[src/include/mad_pkg.sv]
// Shared constants and types of the motion activity detector.
// Assumes a single 100 MHz core clock and an on-chip register port.
package mad_pkg;

    ////////////////////////////////////////////////////////////////////////////////
    // Geometry
    localparam int unsigned MAD_AXES = 3;
    localparam int unsigned MAD_SAMPLE_W = 12;
    localparam int unsigned MAD_LIMIT_W = 11;
    localparam int unsigned MAD_MOTION_DWELL_W = 8;
    localparam int unsigned MAD_STILL_DWELL_W = 16;
    localparam int unsigned MAD_REG_COUNT = 8;
    localparam int unsigned MAD_REG_IDX_W = 3;

    ////////////////////////////////////////////////////////////////////////////////
    // Register offsets
    localparam logic [7:0] MAD_OFS_MOTION_LIMIT_LO = 8'h20;
    localparam logic [7:0] MAD_OFS_MOTION_LIMIT_HI = 8'h21;
    localparam logic [7:0] MAD_OFS_MOTION_DWELL = 8'h22;
    localparam logic [7:0] MAD_OFS_STILL_LIMIT_LO = 8'h23;
    localparam logic [7:0] MAD_OFS_STILL_LIMIT_HI = 8'h24;
    localparam logic [7:0] MAD_OFS_STILL_DWELL_LO = 8'h25;
    localparam logic [7:0] MAD_OFS_STILL_DWELL_HI = 8'h26;
    localparam logic [7:0] MAD_OFS_CONTROL = 8'h27;
    localparam logic [7:0] MAD_REG_RESET = 8'h00;
    localparam logic [7:0] MAD_READ_UNMAPPED = 8'h00;

    ////////////////////////////////////////////////////////////////////////////////
    // Control register fields
    localparam int unsigned MAD_CTL_MOTION_ON = 0;
    localparam int unsigned MAD_CTL_MOTION_REL = 1;
    localparam int unsigned MAD_CTL_STILL_ON = 2;
    localparam int unsigned MAD_CTL_STILL_REL = 3;
    localparam int unsigned MAD_CTL_SEQ_LINK = 4;
    localparam int unsigned MAD_CTL_SEQ_LOOP = 5;
    localparam logic MAD_AWAKE_RESET = 1'b1;

    ////////////////////////////////////////////////////////////////////////////////
    // Types
    typedef struct packed {
        logic [MAD_AXES-1:0][MAD_SAMPLE_W-1:0] axis;
    } mad_sample_t;

    typedef struct packed {
        logic [7:0] addr;
        logic [7:0] wdata;
        logic wr;
        logic rd;
    } mad_reg_req_t;

    typedef struct packed {
        logic [MAD_LIMIT_W-1:0] motion_limit;
        logic [MAD_LIMIT_W-1:0] stillness_limit;
        logic [MAD_MOTION_DWELL_W-1:0] motion_dwell;
        logic [MAD_STILL_DWELL_W-1:0] stillness_dwell;
        logic [7:0] control;
    } mad_cfg_t;

    typedef enum logic {
        MAD_ARM_MOTION,
        MAD_ARM_STILL
    } mad_arm_t;

    typedef enum logic [1:0] {
        MAD_SEQ_DEFAULT,
        MAD_SEQ_LINKED,
        MAD_SEQ_LOOP
    } mad_seq_t;

endpackage

[src/logic/mad_top.sv]
// Activity and inactivity detection for a three-axis sample stream.
// Assumes samples, register requests and status reads share core_clk.
//
// Summary of operation
// - Compare magnitude of each signed 12-bit axis against 11-bit motion limit.
// - Motion limit is low byte plus three low bits of high register.
// - Limits are raw codes, no rescaling for the measurement range.
// - Motion event after dwell count of consecutive samples with any axis above.
// - Motion dwell of zero acts like one.
// - In wake-up mode motion dwell is ignored; one sample suffices.
// - Stillness limit is 11 bits, low byte plus three low bits of high register.
// - Stillness event after 16-bit count of samples with all axes below.
// - Stillness dwell is low register bits 7-0, high register bits 15-8.
// - Stillness counter reaches the full 16-bit range without early wrap.
// - Stillness dwell of zero acts like one.
// - Default sequencing: detectors independent, flags held until status read.
// - Linked: one detector armed at a time, host acknowledges by status read.
// - Loop: detectors alternate and events are acknowledged internally.
// - Linked or loop only when both detector enables are set.
// - Control bit 3 selects referenced stillness comparison.
// - Control bit 2 enables the stillness detector.
// - Control bit 1 selects referenced motion comparison.
// - Control bit 0 enables the motion detector.
// - Awake tracks state only in linked or loop, else reads one.
// - Motion flag sets on a motion event.
// - Stillness flag sets on a stillness event.
`timescale 1ns/1ns
module mad_top (
    input wire logic core_clk,
    input wire logic rst,
    input wire logic ce,
    input wire logic soft_rst,
    input wire logic wake_mode,
    input wire mad_pkg::mad_reg_req_t reg_req,
    input wire logic status_read,
    input wire logic sample_valid,
    input wire mad_pkg::mad_sample_t sample,
    output logic [7:0] reg_rdata_q,
    output logic motion_flag_q,
    output logic stillness_flag_q,
    output logic awake_q,
    output logic motion_armed_q,
    output logic stillness_armed_q,
    output logic motion_event_q,
    output logic stillness_event_q
);

    ////////////////////////////////////////////////////////////////////////////////
    // Types of the detector state

    typedef struct packed {
        mad_pkg::mad_arm_t arm;
        logic [mad_pkg::MAD_MOTION_DWELL_W-1:0] motion_cnt;
        logic [mad_pkg::MAD_STILL_DWELL_W-1:0] still_cnt;
        logic motion_armed;
        logic still_armed;
        logic motion_flag;
        logic still_flag;
        logic awake;
        logic motion_event;
        logic still_event;
        mad_pkg::mad_sample_t last;
        mad_pkg::mad_sample_t motion_ref;
        mad_pkg::mad_sample_t still_ref;
    } mad_state_t;

    localparam mad_state_t MAD_STATE_RESET = '{
        arm: mad_pkg::MAD_ARM_MOTION,
        motion_cnt: '0,
        still_cnt: '0,
        motion_armed: 1'b0,
        still_armed: 1'b0,
        motion_flag: 1'b0,
        still_flag: 1'b0,
        awake: mad_pkg::MAD_AWAKE_RESET,
        motion_event: 1'b0,
        still_event: 1'b0,
        last: '0,
        motion_ref: '0,
        still_ref: '0
    };

    ////////////////////////////////////////////////////////////////////////////////
    // Registers

    mad_pkg::mad_cfg_t cfg;

    mad_regs u_regs (
        .core_clk(core_clk),
        .rst(rst),
        .ce(ce),
        .soft_rst(soft_rst),
        .req(reg_req),
        .rdata_q(reg_rdata_q),
        .cfg(cfg)
    );

    ////////////////////////////////////////////////////////////////////////////////
    // Control decode

    logic motion_on;
    logic still_on;
    logic motion_rel;
    logic still_rel;
    mad_pkg::mad_seq_t seq;

    assign motion_on = cfg.control[mad_pkg::MAD_CTL_MOTION_ON];
    assign still_on = cfg.control[mad_pkg::MAD_CTL_STILL_ON];
    assign motion_rel = cfg.control[mad_pkg::MAD_CTL_MOTION_REL];
    assign still_rel = cfg.control[mad_pkg::MAD_CTL_STILL_REL];

    always_comb begin
        if (!(motion_on && still_on) || !cfg.control[mad_pkg::MAD_CTL_SEQ_LINK]) begin
            seq = mad_pkg::MAD_SEQ_DEFAULT;
        end else if (cfg.control[mad_pkg::MAD_CTL_SEQ_LOOP]) begin
            seq = mad_pkg::MAD_SEQ_LOOP;
        end else begin
            seq = mad_pkg::MAD_SEQ_LINKED;
        end
    end

    ////////////////////////////////////////////////////////////////////////////////
    // Per-axis comparison

    mad_state_t st_q;
    mad_state_t st_d;
    logic [mad_pkg::MAD_AXES-1:0] axis_above;
    logic [mad_pkg::MAD_AXES-1:0] axis_below;

    for (genvar a = 0; a < mad_pkg::MAD_AXES; a++) begin : g_axis
        mad_axis_cmp u_cmp (
            .sample(sample.axis[a]),
            .motion_ref(st_q.motion_ref.axis[a]),
            .stillness_ref(st_q.still_ref.axis[a]),
            .motion_relative_sel(motion_rel),
            .stillness_relative_sel(still_rel),
            .motion_limit(cfg.motion_limit),
            .stillness_limit(cfg.stillness_limit),
            .above(axis_above[a]),
            .below(axis_below[a])
        );
    end

    ////////////////////////////////////////////////////////////////////////////////
    // Arming and dwell targets

    localparam logic [mad_pkg::MAD_MOTION_DWELL_W-1:0] MAD_ONE_MOTION = 8'h01;
    localparam logic [mad_pkg::MAD_STILL_DWELL_W-1:0] MAD_ONE_STILL = 16'h0001;

    logic motion_arm;
    logic still_arm;
    logic [mad_pkg::MAD_MOTION_DWELL_W-1:0] motion_target;
    logic [mad_pkg::MAD_STILL_DWELL_W-1:0] still_target;
    logic [mad_pkg::MAD_MOTION_DWELL_W-1:0] motion_next;
    logic [mad_pkg::MAD_STILL_DWELL_W-1:0] still_next;
    logic motion_hit;
    logic still_hit;
    logic motion_fire;
    logic still_fire;

    always_comb begin
        if (seq == mad_pkg::MAD_SEQ_DEFAULT) begin
            motion_arm = motion_on;
            still_arm = still_on;
        end else begin
            motion_arm = st_q.arm == mad_pkg::MAD_ARM_MOTION;
            still_arm = st_q.arm == mad_pkg::MAD_ARM_STILL;
        end
    end

    always_comb begin
        motion_target = cfg.motion_dwell;
        if (wake_mode || cfg.motion_dwell == '0) begin
            motion_target = MAD_ONE_MOTION;
        end
        still_target = cfg.stillness_dwell;
        if (cfg.stillness_dwell == '0) begin
            still_target = MAD_ONE_STILL;
        end
    end

    // Counter never exceeds the largest target minus one, so the increment cannot wrap
    assign motion_next = st_q.motion_cnt + MAD_ONE_MOTION;
    assign still_next = st_q.still_cnt + MAD_ONE_STILL;
    assign motion_hit = sample_valid && motion_arm && (|axis_above);
    assign still_hit = sample_valid && still_arm && (&axis_below);
    assign motion_fire = motion_hit && (motion_next >= motion_target);
    assign still_fire = still_hit && (still_next >= still_target);

    ////////////////////////////////////////////////////////////////////////////////
    // Next state

    always_comb begin
        st_d = st_q;
        st_d.motion_event = motion_fire;
        st_d.still_event = still_fire;
        st_d.motion_armed = motion_arm;
        st_d.still_armed = still_arm;

        if (sample_valid) begin
            st_d.last = sample;
        end

        // Reference taken from the newest sample seen before arming
        if (motion_arm && !st_q.motion_armed) begin
            st_d.motion_ref = st_q.last;
        end
        if (still_arm && !st_q.still_armed) begin
            st_d.still_ref = st_q.last;
        end

        if (!motion_arm) begin
            st_d.motion_cnt = '0;
        end else if (sample_valid) begin
            st_d.motion_cnt = (motion_hit && !motion_fire) ? motion_next : '0;
        end
        if (!still_arm) begin
            st_d.still_cnt = '0;
        end else if (sample_valid) begin
            st_d.still_cnt = (still_hit && !still_fire) ? still_next : '0;
        end

        // Host status read clears; a same-cycle event still sets
        if (status_read) begin
            st_d.motion_flag = 1'b0;
            st_d.still_flag = 1'b0;
        end
        if (seq == mad_pkg::MAD_SEQ_LOOP) begin
            if (still_fire) begin
                st_d.motion_flag = 1'b0;
            end
            if (motion_fire) begin
                st_d.still_flag = 1'b0;
            end
        end
        if (motion_fire) begin
            st_d.motion_flag = 1'b1;
        end
        if (still_fire) begin
            st_d.still_flag = 1'b1;
        end

        // Sequencing alternates the armed detector; default parks on motion
        unique case (seq)
            mad_pkg::MAD_SEQ_DEFAULT: begin
                st_d.arm = mad_pkg::MAD_ARM_MOTION;
            end
            mad_pkg::MAD_SEQ_LINKED, mad_pkg::MAD_SEQ_LOOP: begin
                if (motion_fire) begin
                    st_d.arm = mad_pkg::MAD_ARM_STILL;
                end else if (still_fire) begin
                    st_d.arm = mad_pkg::MAD_ARM_MOTION;
                end
            end
            default: begin
                st_d.arm = mad_pkg::MAD_ARM_MOTION;
            end
        endcase

        if (seq == mad_pkg::MAD_SEQ_DEFAULT) begin
            st_d.awake = mad_pkg::MAD_AWAKE_RESET;
        end else begin
            st_d.awake = st_d.arm == mad_pkg::MAD_ARM_STILL;
        end

        if (soft_rst) begin
            st_d = MAD_STATE_RESET;
        end
    end

    always_ff @(posedge core_clk or posedge rst) begin
        if (rst) begin
            st_q <= MAD_STATE_RESET;
        end else if (ce) begin
            st_q <= st_d;
        end
    end

    ////////////////////////////////////////////////////////////////////////////////
    // Outputs

    assign motion_flag_q = st_q.motion_flag;
    assign stillness_flag_q = st_q.still_flag;
    assign awake_q = st_q.awake;
    assign motion_armed_q = st_q.motion_armed;
    assign stillness_armed_q = st_q.still_armed;
    assign motion_event_q = st_q.motion_event;
    assign stillness_event_q = st_q.still_event;

endmodule // mad_top

[src/logic/mad_regs.sv]
// Register file of the motion activity detector: eight byte registers.
// Assumes requests come from serial-port logic on the same clock.
`timescale 1ns/1ns
module mad_regs (
    input wire logic core_clk,
    input wire logic rst,
    input wire logic ce,
    input wire logic soft_rst,
    input wire mad_pkg::mad_reg_req_t req,
    output logic [7:0] rdata_q,
    output mad_pkg::mad_cfg_t cfg
);

    logic [7:0] regs_q [mad_pkg::MAD_REG_COUNT];
    logic [7:0] regs_d [mad_pkg::MAD_REG_COUNT];
    logic [7:0] rdata_d;
    logic hit;
    logic [mad_pkg::MAD_REG_IDX_W-1:0] idx;

    ////////////////////////////////////////////////////////////////////////////////
    // Decode, write and registered read
    assign hit = (req.addr >= mad_pkg::MAD_OFS_MOTION_LIMIT_LO)
               && (req.addr <= mad_pkg::MAD_OFS_CONTROL);
    assign idx = req.addr[mad_pkg::MAD_REG_IDX_W-1:0];

    always_comb begin
        regs_d = regs_q;
        rdata_d = rdata_q;
        if (soft_rst) begin
            for (int i = 0; i < mad_pkg::MAD_REG_COUNT; i++) begin
                regs_d[i] = mad_pkg::MAD_REG_RESET;
            end
        end else if (req.wr && hit) begin
            regs_d[idx] = req.wdata;
        end
        if (req.rd) begin
            rdata_d = hit ? regs_q[idx] : mad_pkg::MAD_READ_UNMAPPED;
        end
    end

    always_ff @(posedge core_clk or posedge rst) begin
        if (rst) begin
            for (int i = 0; i < mad_pkg::MAD_REG_COUNT; i++) begin
                regs_q[i] <= mad_pkg::MAD_REG_RESET;
            end
            rdata_q <= mad_pkg::MAD_REG_RESET;
        end else if (ce) begin
            regs_q <= regs_d;
            rdata_q <= rdata_d;
        end
    end

    ////////////////////////////////////////////////////////////////////////////////
    // Field assembly; unused high bits are stored but ignored
    assign cfg.motion_limit = {regs_q[1][2:0], regs_q[0]};
    assign cfg.stillness_limit = {regs_q[4][2:0], regs_q[3]};
    assign cfg.motion_dwell = regs_q[2];
    assign cfg.stillness_dwell = {regs_q[6], regs_q[5]};
    assign cfg.control = regs_q[7];

endmodule // mad_regs

[src/logic/mad_axis_cmp.sv]
// One axis of the comparator: magnitude against both limits.
// Assumes sample and reference are two's complement 12-bit codes.
`timescale 1ns/1ns
module mad_axis_cmp (
    input wire logic [11:0] sample,
    input wire logic [11:0] motion_ref,
    input wire logic [11:0] stillness_ref,
    input wire logic motion_relative_sel,
    input wire logic stillness_relative_sel,
    input wire logic [10:0] motion_limit,
    input wire logic [10:0] stillness_limit,
    output logic above,
    output logic below
);

    logic signed [12:0] motion_diff;
    logic signed [12:0] still_diff;
    logic [12:0] motion_mag;
    logic [12:0] still_mag;

    // One extra bit keeps -2048 and referenced differences from overflowing
    always_comb begin
        motion_diff = $signed({sample[11], sample});
        still_diff = $signed({sample[11], sample});
        if (motion_relative_sel) begin
            motion_diff = $signed({sample[11], sample}) - $signed({motion_ref[11], motion_ref});
        end
        if (stillness_relative_sel) begin
            still_diff = $signed({sample[11], sample}) - $signed({stillness_ref[11], stillness_ref});
        end
        motion_mag = motion_diff[12] ? 13'(-motion_diff) : 13'(motion_diff);
        still_mag = still_diff[12] ? 13'(-still_diff) : 13'(still_diff);
        above = motion_mag > {2'h0, motion_limit};
        below = still_mag < {2'h0, stillness_limit};
    end

endmodule // mad_axis_cmp

[config.mk]
export PLATFORM = sky130hd
export DESIGN_NAME = mad_top
export DESIGN_NICKNAME = d
export VERILOG_FILES = /design/src/include/mad_pkg.sv /design/src/logic/mad_top.sv /design/src/logic/mad_regs.sv /design/src/logic/mad_axis_cmp.sv
export SDC_FILE = /design/constraint.sdc
export NUM_CORES = 1
export LEC_CHECK = 0
export BUFFER_PORTS_ARGS = -buffer_cell sky130_fd_sc_hd__buf_2
export CAP_MARGIN = 20
export CORE_ASPECT_RATIO = 0.6
export CORE_MARGIN = 5
export CORE_UTILIZATION = 55
export DETAILED_ROUTE_END_ITERATION = 6
export PLACE_DENSITY = 0.73
export SYNTH_ARGS = -nofsm -noshare
export SYNTH_HDL_FRONTEND = slang
export SYNTH_SLANG_ARGS = --single-unit
export TNS_END_PERCENT = 10
[constraint.sdc]
create_clock -name core_clk -period 7.8 [get_ports core_clk]
set_input_delay 2.34 -clock core_clk [delete_from_list [all_inputs] [get_ports core_clk]]
set_output_delay 2.34 -clock core_clk [all_outputs]
set_load 0.02 [all_outputs]
Word level (Yosys, flattened, before mapping)
Cells that the tools add are included.
- register bits: 212
- input port bits: 61
- output and inout port bits: 15
- word-level logic and storage cells: 146
- add/sub/neg operators: 14
- $lt $le $gt $ge: 12
- equal/unequal tests: 4
- multiplexer cells: 47
- bitwise logic cells: 2
- reductions and logical operators: 39
- operators with widths (kind ; count):
    $mux W13 ; 12
    $mux W140 ; 1
    $mux W64 ; 2
    $mux W36 ; 3
    $neg A13 Y13 ; 6
    $sub A12 B12 Y13 ; 6
    $bwmux W64 ; 1
    $mux W16 ; 4
    $mux W8 ; 8
    $gt A13 B11 Y1 ; 3
    $lt A13 B11 Y1 ; 3
    $bmux W8 S3 ; 1
    $demux W8 S3 ; 1
    $add A16 B1 Y16 const B ; 1
    $ge A16 B16 Y1 ; 1
    $logic_not A16 Y1 ; 1
    $logic_and A1 B1 Y1 ; 14
    $reduce_and A2 Y1 ; 7
    $mux W1 ; 10
    $add A8 B1 Y8 const B ; 1
    $ge A8 B6 Y1 const B ; 1
    $ge A8 B8 Y1 ; 1
    $le A8 B6 Y1 const B ; 1
    $logic_not A8 Y1 ; 1
    other kinds (15) ; 28

Logic depth before layout (Yosys ltp)
Gate-level depths: netlist of run 1.
- depth in word-level cells: 15
- gate-level depth with buffers: 28
- gate-level depth less buffers: 25

By module
A second synthesis of run 1 with hierarchy kept.
- cell total of the unflattened synthesis: 2097
- area total of the unflattened synthesis: 18386.4 um^2
- modules (own cells, without submodules) (module ; instances ; cells an instance ; area each (um^2) ; sequential area each (um^2)):
    mad_top ; 1 ; 630 ; 6522.5 ; 3504.6
    mad_axis_cmp (g_axis[0].u_cmp ...) ; 2 ; 380 ; 2682.6 ; 0.0
    mad_regs ; 1 ; 303 ; 3712.3 ; 1801.7
    mad_axis_cmp (g_axis[1].u_cmp) ; 1 ; 404 ; 2786.4 ; 0.0

Worst setup path before layout of run 1
No wires, ideal clock.
- kind: input to register
- start point: input sample[0] (netlist name)
- end point: register st_q[120] (netlist name)
- library setup time: 82 ps
- data arrival time: 6864 ps
- path slack: 854 ps
- stages: 23
- buffers on the path: 2
- path through: inv_1 -> ha_1 -> fa_1 -> nor2b_4 -> o2111ai_2 -> nand4_1 -> or3b_4 -> or4_1 -> inv_1 -> a21oi_1 -> xnor2_1 -> ha_1 -> a222oi_1 -> o211ai_1 -> a311oi_1 -> o311ai_0 -> a31oi_1 -> o2111ai_1 -> nor3_4 -> buf_6 -> buf_8 -> a21oi_2 -> a31oi_1
- longest elaborated chain between the ends: 14
- RTL lines (what ; RTL line ; source):
    start, declared ; mad_top.sv:37 ; input wire mad_pkg::mad_sample_t sample,
    $sub A12 B12 Y13 ; mad_axis_cmp.sv:29 ; still_diff = $signed({sample[11], sample}) - $signed({stillness_ref[11], stillness_ref});
    $mux W13 * ; mad_axis_cmp.sv:28 ; if (stillness_relative_sel) begin
    $neg A13 Y13 ; mad_axis_cmp.sv:32 ; still_mag = still_diff[12] ? 13'(-still_diff) : 13'(still_diff);
    $mux W13 * ; mad_axis_cmp.sv:32 ;
    $lt A13 B11 Y1 * ; mad_axis_cmp.sv:34 ; below = still_mag < {2'h0, stillness_limit};
    $reduce_and A3 Y1 * ; mad_top.sv:186 ; assign still_hit = sample_valid && still_arm && (&axis_below);
    $logic_and A1 B1 Y1 * ; mad_top.sv:186 ;
    $logic_and A1 B1 Y1 ; mad_top.sv:188 ; assign still_fire = still_hit && (still_next >= still_target);
    $logic_not A1 Y1 ; mad_top.sv:220 ; st_d.still_cnt = (still_hit && !still_fire) ? still_next : '0;
    $logic_and A1 B1 Y1 * ; mad_top.sv:220 ;
    $mux W16 * ; mad_top.sv:220 ;
    $mux W16 * ; mad_top.sv:219 ; end else if (sample_valid) begin
    $mux W16 * ; mad_top.sv:217 ; if (!still_arm) begin
    $mux W140 * ; mad_top.sv:266 ; if (soft_rst) begin
    end signal, assigned ; mad_top.sv:275 ; st_q <= st_d;
    end, declared ; mad_top.sv:125 ; mad_state_t st_q;
Every way passes the cells marked *; elsewhere a longest branch is shown, timed or not. The select of a mux whose other input is x is not followed.
A chain may end at the register's enable or synchronous reset.

Final worst setup path of run 1
- start point: input sample[12] (netlist name)
- end point: register st_q[124] (netlist name)
Same word-level chain as after synthesis.

==> results.md, run 1 <==
- 9.51% — share of layout cells above drive strength 1
- 26 — critical path peak fanout
- 39.4 mm — post-detail-place hpwl
- 28.9% — GRT Overall Usage
- 0 — number of max-cap violations
- 0.139 GHz — fmax
- 0.982 — routability congestion estimate
- flip-flop — type of element capturing the critical path
- 8.10 nW — leakage component of the power
- 0 — hold_buf cts
- compound AO/OA/AOI/OAI gates — cell class contributing the biggest share of worst-path delay
- 5310 µm² — sequential cell area
- st_q[124] — timing endpoint of the critical path
- 0 — number of buffers inserted to repair setup after CTS
- sample[12] — Worst Setup SP
- in -> reg — start-to-end type of the worst setup path
- 0 ns — aggregate negative setup slack
- 31000 µm² — core box area
- sky130_fd_sc_hd__clkbuf_16 — CTS Root Cell
- 2054 — instance count of the mapped netlist
- 22 — number of cells on the critical path
- 8.24 ns — critical path data required time
- 0 — number of flops mapped to enable cells by yosys
- input pin — CP Launch Type
- u_regs.cfg[3] — Worst R2R Start
- 162 nW/µm² — power per cell area
- 3 — buffer depth of the longest clock path
- 52.1 mm — Routed WL
- 11000 µm² — footprint of the multi-input gates
- 20.6 µm — detailed-route wire length per cell
- 76 — top-level I/O count
- 0 — Resized cells post-CTS
- 1865 — iteration-0 DRC count of the detailed router
- 24.9% — worst rel slew slack
- 2289 — post-synth net total
- 212 — CTS sink count
- 7.22 ns — post-route minimum period
- 0 — number of inserted diodes
- finished with violations — outcome
- 0.45 ns — CP max stage delay
- 7.66 ns — data arrival time of the critical path
- sky130_fd_sc_hd__dfrtp_1 — flip-flop cell with the highest count after synthesis
- 238 µm — Horiz. Die Dim
- 0.06 ns — Clock Pin Slew Worst Setup and Hold Paths
- 0.481 ns — hold_ws
- 9.10% — post-synthesis to final-layout area growth
- 0.0208 ns — worst clock skew on the final layout
- 0 — Final Max Tran Viols
- 35000 µm² — die outline area
- 0 — Final setup viols
- 16096 — vias post-DR
- 19 — FF-to-FF path depth
- 1.12 ns — measured slew at the worst slew-check pin
- 2781 — FILL cells
- 75 — # port buffers
- 17200 µm² — post-synthesis cell area
- 8.36 µm² — average instance area after synthesis
- 100% — fraction of synthesis flops using an asynchronous set or reset pin
- 0.54 ns — worst-skew pair later-pin latency
- 15164 — via count of the first global-routing pass
- 30.9% — register area share after synthesis
- 50 — standard-cell rows
- buf_2, inv_1, ha_1, fa_1, nor2b_1, o211ai_1, and4_1, a211oi_1, nor4b_1, a31oi_1, xor2_1, ha_1, a222oi_1, o211ai_1, a311oi_1, o311ai_0, a31oi_1, o2111ai_1, nor3_4, buf_12, or2b_1, a31oi_1 — cells along the critical path
- 1 — H-tree depth reported by CTS
- 3 — critical path buffer and inverter count
- 7 — first-pass iteration count of the detailed router
- done — clock tree from TritonCTS
- 1.95 ns — Reg2Reg Setup Slack
- 212 — Seq cells post-synth
- 0 — antenna violation net count after detailed routing
- false — unrepaired setup endpoints after global routing
- 22 — cts bufs inserted
- 147 µm — Die Span Y
- 92.6% — post-route fraction of the period consumed by the critical path
- 73 — largest net degree at the start of global routing
- reg -> reg — Min-Delay Path Class
- 0 — number of antenna violations at the first check in global routing
- 1 — residual DRC count
- sky130_fd_sc_hd__nor4b_1 — cell with the largest stage delay on the worst path
- DRC — violations in the final reports
- 0 — count of endpoints failing hold in the final timing report
- 60.5% — utilization after layout
- 100 — number of distinct standard cells referenced by the synthesized netlist
- 0 — number of warnings issued by yosys
- sky130_fd_sc_hd__a31oi_1 — cell mode on critical path
- 6.36 — vias per inst
- st_q[124] — FF-to-FF End
- 0.000172 V — Worst VDD drop
- 55.5% — effective utilization at floorplan
- 0 — global-route congestion overflow total
- 83.1 mm — global-route wire length before repair
- 2334 — total number of nets in the final design
-- cells in the final DEF, fill, tap and decap left out, types with 9 or more instances in the layout --
| master | n |
|---|---|
| sky130_fd_sc_hd__nand2_1 | 265 |
| sky130_fd_sc_hd__dfrtp_1 | 209 |
| sky130_fd_sc_hd__o21ai_0 | 191 |
| sky130_fd_sc_hd__ha_1 | 168 |
| sky130_fd_sc_hd__inv_1 | 155 |
| sky130_fd_sc_hd__a21oi_1 | 100 |
| sky130_fd_sc_hd__nor2_1 | 98 |
| sky130_fd_sc_hd__buf_2 | 75 |
| sky130_fd_sc_hd__xnor2_1 | 59 |
| sky130_fd_sc_hd__a22o_1 | 54 |
| sky130_fd_sc_hd__nor3_1 | 46 |
| sky130_fd_sc_hd__a31oi_1 | 44 |
| sky130_fd_sc_hd__nor2b_1 | 43 |
| sky130_fd_sc_hd__a21o_1 | 38 |
| sky130_fd_sc_hd__xor2_1 | 35 |
| sky130_fd_sc_hd__o22ai_1 | 34 |
| sky130_fd_sc_hd__nand3_1 | 32 |
| sky130_fd_sc_hd__nand2b_1 | 32 |
| sky130_fd_sc_hd__and3_1 | 23 |
| sky130_fd_sc_hd__nand4_1 | 22 |
| sky130_fd_sc_hd__clkbuf_16 | 22 |
| sky130_fd_sc_hd__buf_4 | 21 |
| sky130_fd_sc_hd__mux2i_1 | 17 |
| sky130_fd_sc_hd__nand3b_1 | 17 |
| sky130_fd_sc_hd__o31ai_1 | 16 |
| sky130_fd_sc_hd__a211oi_1 | 15 |
| sky130_fd_sc_hd__or3_1 | 14 |
| sky130_fd_sc_hd__or2_2 | 14 |
| sky130_fd_sc_hd__o211ai_1 | 14 |
| sky130_fd_sc_hd__o21a_1 | 11 |
| sky130_fd_sc_hd__a211o_1 | 11 |
| sky130_fd_sc_hd__nor4_1 | 11 |
| sky130_fd_sc_hd__o21ai_1 | 11 |
| sky130_fd_sc_hd__o2111ai_1 | 10 |
| sky130_fd_sc_hd__and2_1 | 9 |
-- worst min-delay path: stages, from the launching register on --
cell and delay, ns:
sky130_fd_sc_hd__dfrtp_1 0.34, sky130_fd_sc_hd__nand2_1 0.05, sky130_fd_sc_hd__o21ai_0 0.06
-- power breakdown --
part | internal, mW | leakage (nW) | switching, mW
clock | 0.658 | 0.373 | 0.468
sequential | 1.14 | 2.91 | 0.0244
combinational | 0.278 | 4.81 | 0.460
total | 2.08 | 8.10 | 0.953
-- through the flow --
| step | cell area [µm²] | setup WS, ns | power, mW | cells |
|---|---|---|---|---|
| finish | 18700 | 0.580 | 3.03 | 2529 |
| global route | 18700 | 0.0634 | 3.18 | 2529 |
| CTS | 18700 | 0.563 | 3.03 | 2529 |
| detailed placement | 18000 | 0.0205 | 1.90 | 2491 |
| global placement | 18000 | 0.224 | 1.88 | 2490 |
| floorplan | 17200 | 0.854 | 1.70 | 2054 |
-- synthesized netlist by cell type, drive strengths merged (38+ instances only) --
master | count | share of area, %
a21o | 38 | 1.7
a21oi | 108 | 3.3
a22o | 54 | 2.8
a31oi | 45 | 1.7
clkbuf | 59 | 1.3
dfrtp | 211 | 31
ha | 168 | 12
inv | 156 | 3.4
nand2 | 266 | 5.8
nor2 | 99 | 2.2
nor2b | 44 | 1.6
nor3 | 47 | 1.4
o21ai | 204 | 5.9
xnor2 | 59 | 3.0
-- layer usage --
layer / wire, µm / GRT usage [%] / part of all wire [%]
met5: 0 / 0 / 0
met4: 1270 / 5.99 / 2.4
met3: 4740 / 5.61 / 9.1
met2: 21000 / 41.2 / 40
met1: 25100 / 45.6 / 48
-- kinds of logic (layout without fill, tap and decap cells) --
logic type,after synthesis,count (layout),synth area share (%)
compound gates,650,650,25.2
xor+xnor,94,94,4.79
fa+ha+maj,174,174,12.9
buf+inv,234,293,5.35
flops,212,212,30.9
mux,25,25,1.52
simple gates,665,665,19.3
-- state kept, by name (all words and copies together), names as in the netlist --
register / flops
st_q: 133
u_regs.cfg: 54
u_regs.regs_q: 10
u_regs.rdata_q: 8
awake_q: 1
motion_armed_q: 1
motion_event_q: 1
motion_flag_q: 1
stillness_armed_q: 1
stillness_event_q: 1
stillness_flag_q: 1
-- layout make-up --
cell class	instances	share of cell area (%)
multi-input combinational	1608	58.6
sequential	212	28.3
clock buffer	29	3.29
inverter	157	3.17
timing repair buffer	98	3.06
tap	416	2.78
clock inverter	9	0.741
-- worst min-delay path by stage --
stage                         from        endpoint  slack [ns]  depth (start not counted)
finish                     st_q[9]         st_q[9]        0.48                          2
global route              st_q[63]        st_q[63]        0.51                          2
CTS                  u_regs.cfg[6]   u_regs.cfg[6]        0.49                          2
detailed placement   u_regs.cfg[6]   u_regs.cfg[6]        0.47                          2
global placement    u_regs.cfg[51]  u_regs.cfg[51]        0.46                          2
floorplan                 st_q[10]        st_q[10]        0.45                          2
No activity file was read; power rests on OpenSTA's default activity.
==> inputs of run 2 (changes only) <==
Settings changed: PLACE_DENSITY 0.73 to 0.86.
==> run 2 against run 1 <==
The run now ends clean; wire length is 1.5% lower; worst setup slack worse by 0.23 ns; register-to-register slack improved by 0.03 ns; sequential power hardly changed; maximum frequency fell by 3.0%; global-route usage is 0.45 points lower; cell count decreased by 0.12%; critical path depth is the same; critical path type unchanged; largest cell class unchanged.
==> results.md, run 2 (synthesis gave the netlist of run 1 again) <==
- flip-flop — type of element capturing the critical path
- 0.354 ns — Worst Slack Setup Final, -0.226 ns
- 3 — buffer depth of the longest clock path, unchanged
- 55.5% — effective utilization at floorplan, unchanged
- 42.4% — GR Layer Usage met1, -3.2 points
- 238 µm — Horiz. Die Dim, unchanged
- sky130_fd_sc_hd__clkbuf_16 — CTS Root Cell
- 82.4 mm — global-route wire length before repair, -0.76%
- 212 — CTS sink count, unchanged
- 0 — count of endpoints failing hold in the final timing report, unchanged
- 35.4% — clock group share of total power, -1.8 points
- 7.89 ns — data arrival time of the critical path, +0.23 ns
- 0 — Final setup viols, unchanged
- 2331 — total number of nets in the final design, -0.13%
- 0 — number of antenna violations at the first check in global routing, unchanged
- 0 — antenna violation net count after detailed routing, unchanged
- 0 — residual DRC count, -1
- 95.5% — post-route fraction of the period consumed by the critical path, +2.9 points
- 20.3 µm — detailed-route wire length per cell, -1.4%
- 22 — cts bufs inserted, unchanged
- 50 — standard-cell rows, unchanged
- 1 — H-tree depth reported by CTS, unchanged
- completed — outcome
- met1 — most congested layer reported by global routing
- 76 — top-level I/O count, unchanged
- 0.0158 ns — worst clock skew on the final layout, -0.00507 ns
- 32.4% — net switching fraction of the power, +0.95 points
- sample[12] — Worst Setup SP
- 0.901 ns — measured slew at the worst slew-check pin, -0.219 ns
- 0.06 ns — Clock Pin Slew Worst Setup and Hold Paths, about the same
- 0 ns — aggregate negative setup slack, unchanged
- 0.54 ns — worst-skew pair later-pin latency, about the same
- 31000 µm² — core box area, unchanged
- 75 — # port buffers, unchanged
- 158 nW/µm² — power per cell area, -2.4%
- st_q[53] — end of the worst hold path
- 0.134 GHz — fmax, -3.0%
- 51.4 mm — Routed WL, -1.5%
- 8.25 ns — critical path data required time, about the same
- st_q[124] — FF-to-FF End
- st_q — register ranked first by flip-flop count
- 1.99 mW — Cell Int Power, -4.1%
- 147 µm — Die Span Y, unchanged
- 19 — FF-to-FF path depth, unchanged
- 0.000136 V — Worst VDD drop, -21%
- 38.2 mm — post-detail-place hpwl, -3.1%
- 7.45 ns — post-route minimum period, +0.226 ns
- 7.43% — global routing met3 resource utilization, +1.8 points
- 0 — Final Max Tran Viols, unchanged
- sky130_fd_sc_hd__nand2_1 — most common library cell in the layout ignoring fill and taps
- in -> reg — start-to-end type of the worst setup path
- reg -> reg — Min-Delay Path Class
- 26 — critical path peak fanout, unchanged
- 16423 — vias post-DR, +2.0%
- input pin — CP Launch Type
- 1.98 ns — Reg2Reg Setup Slack, +0.03 ns
- 132 — largest net degree at the start of global routing, +81%
- 0 — number of max-cap violations, unchanged
- 0 — global-route congestion overflow total, unchanged
- 39.6% — sequential cell fraction of total power, +1.2 points
- 25.0% — combinational power share, +0.6 points
- u_regs.cfg[3] — Worst R2R Start
- 2275 — iteration-0 DRC count of the detailed router, +22%
- 28.5% — GRT Overall Usage, -0.45 points
- 15544 — via count of the first global-routing pass, +2.5%
- 35000 µm² — die outline area, unchanged
- st_q[53] — Worst Hold Launch
- 0 — number of inserted diodes, unchanged
- 8.66% — post-synthesis to final-layout area growth
- 6 — first-pass iteration count of the detailed router, -1
- 0.00630 ns — Post-Place Setup Slack, -0.0142 ns
- 39.9% — worst rel slew slack, +15 points
- 9.38% — share of layout cells above drive strength 1, -0.13 points
- 41.7% — met2 GRT Util, +0.55 points
- 6.50 — vias per inst, +2.2%
- false — unrepaired setup endpoints after global routing
- 2687 — FILL cells, -3.4%
- 133 — max reg flops, unchanged
- 8.06 nW — leakage component of the power, -0.55%
- 0.954 — routability congestion estimate, -2.9%
- 2 — hold path depth, unchanged
- 0.954 mW — NetSw, +0.12%
- done — clock tree from TritonCTS
- 265 x sky130_fd_sc_hd__nand2_1, 209 x sky130_fd_sc_hd__dfrtp_1, 191 x sky130_fd_sc_hd__o21ai_0, 168 x sky130_fd_sc_hd__ha_1, 155 x sky130_fd_sc_hd__inv_1 — commonest cells after routing, fill and taps aside
[run 2: changes by cell type in the layout (fill, tap and decap cells not counted), sizes merged]
cell      change
buf           -3
bufinv        -3
clkinvlp      +2
clkbuf        +1
clkinv        -1
inv           +1
[run 2: how the worst max path moves through the flow]
stage | end | depth (start not counted)
6_report | st_q[124] | 22
5_1_grt | st_q[124] | 25
4_1_cts | st_q[124] | 27
3_5_place_dp | st_q[124] | 27
3_3_place_gp | st_q[122] | 27
2_1_floorplan | st_q[120] | 23
[run 2: power groups by stage]
stage / registers, mW / logic [mW] / clock network (mW)
global route: 1.17 / 0.814 / 1.10
CTS: 1.16 / 0.718 / 1.06
finish: 1.16 / 0.737 / 1.04
global placement: 1.18 / 0.682 / 0
detailed placement: 1.18 / 0.711 / 0
floorplan: 1.18 / 0.521 / 0
[run 2: area by class of cell]
class                   count  area (µm²)  share of cell area, %
multi-input cells        1608       11000                   58.9
flip-flops and latches    212        5310                   28.4
clock buffers              30         631                   3.38
inverters                 157         593                   3.18
repair buffers             95         551                   2.95
well taps                 416         520                   2.79
clock inverters             8        72.6                  0.389
[run 2: timing repair]
action	4_1_cts	5_1_grt
hold buffers	0	0
endpoints found under the setup margin	0	1
resized for setup	0	1
setup buffers	0	0
hold endpoints to repair	0	0
[run 2: critical path, cell delays in order]
cell,delay [ns]
sky130_fd_sc_hd__buf_2,0.14
sky130_fd_sc_hd__inv_1,0.09
sky130_fd_sc_hd__ha_1,0.24
sky130_fd_sc_hd__fa_1,0.39
sky130_fd_sc_hd__nor2b_1,0.27
sky130_fd_sc_hd__o211ai_1,0.17
sky130_fd_sc_hd__and4_1,0.23
sky130_fd_sc_hd__a211oi_1,0.25
sky130_fd_sc_hd__nor4b_1,0.55
sky130_fd_sc_hd__a31oi_1,0.19
sky130_fd_sc_hd__xor2_1,0.35
sky130_fd_sc_hd__ha_1,0.32
sky130_fd_sc_hd__a222oi_1,0.36
sky130_fd_sc_hd__o211ai_1,0.15
sky130_fd_sc_hd__a311oi_1,0.28
sky130_fd_sc_hd__o311ai_0,0.17
sky130_fd_sc_hd__a31oi_1,0.19
sky130_fd_sc_hd__o2111ai_1,0.26
sky130_fd_sc_hd__nor3_4,0.29
sky130_fd_sc_hd__buf_12,0.19
sky130_fd_sc_hd__or2b_1,0.25
sky130_fd_sc_hd__a31oi_1,0.19
[run 2: through the flow]
stage	std cells	total power, mW	instance area [µm²]	hold WS, ns	util, %
finish	2526	2.94	18700	0.479	60.3
global route	2526	3.08	18700	0.501	60.3
CTS	2526	2.94	18700	0.485	60.3
detailed placement	2488	1.90	18000	0.471	58.0
global placement	2488	1.86	18000	0.462	58.0
floorplan	2054	1.70	17200	0.450	-
[run 2: layer usage]
metal	part of all wire, %	up-vias	wire (µm)
li1	-	7554	-
met1	44	7843	22500
met2	42	891	21400
met3	12	135	6080
met4	2.7	0	1400
met5	0	-	0
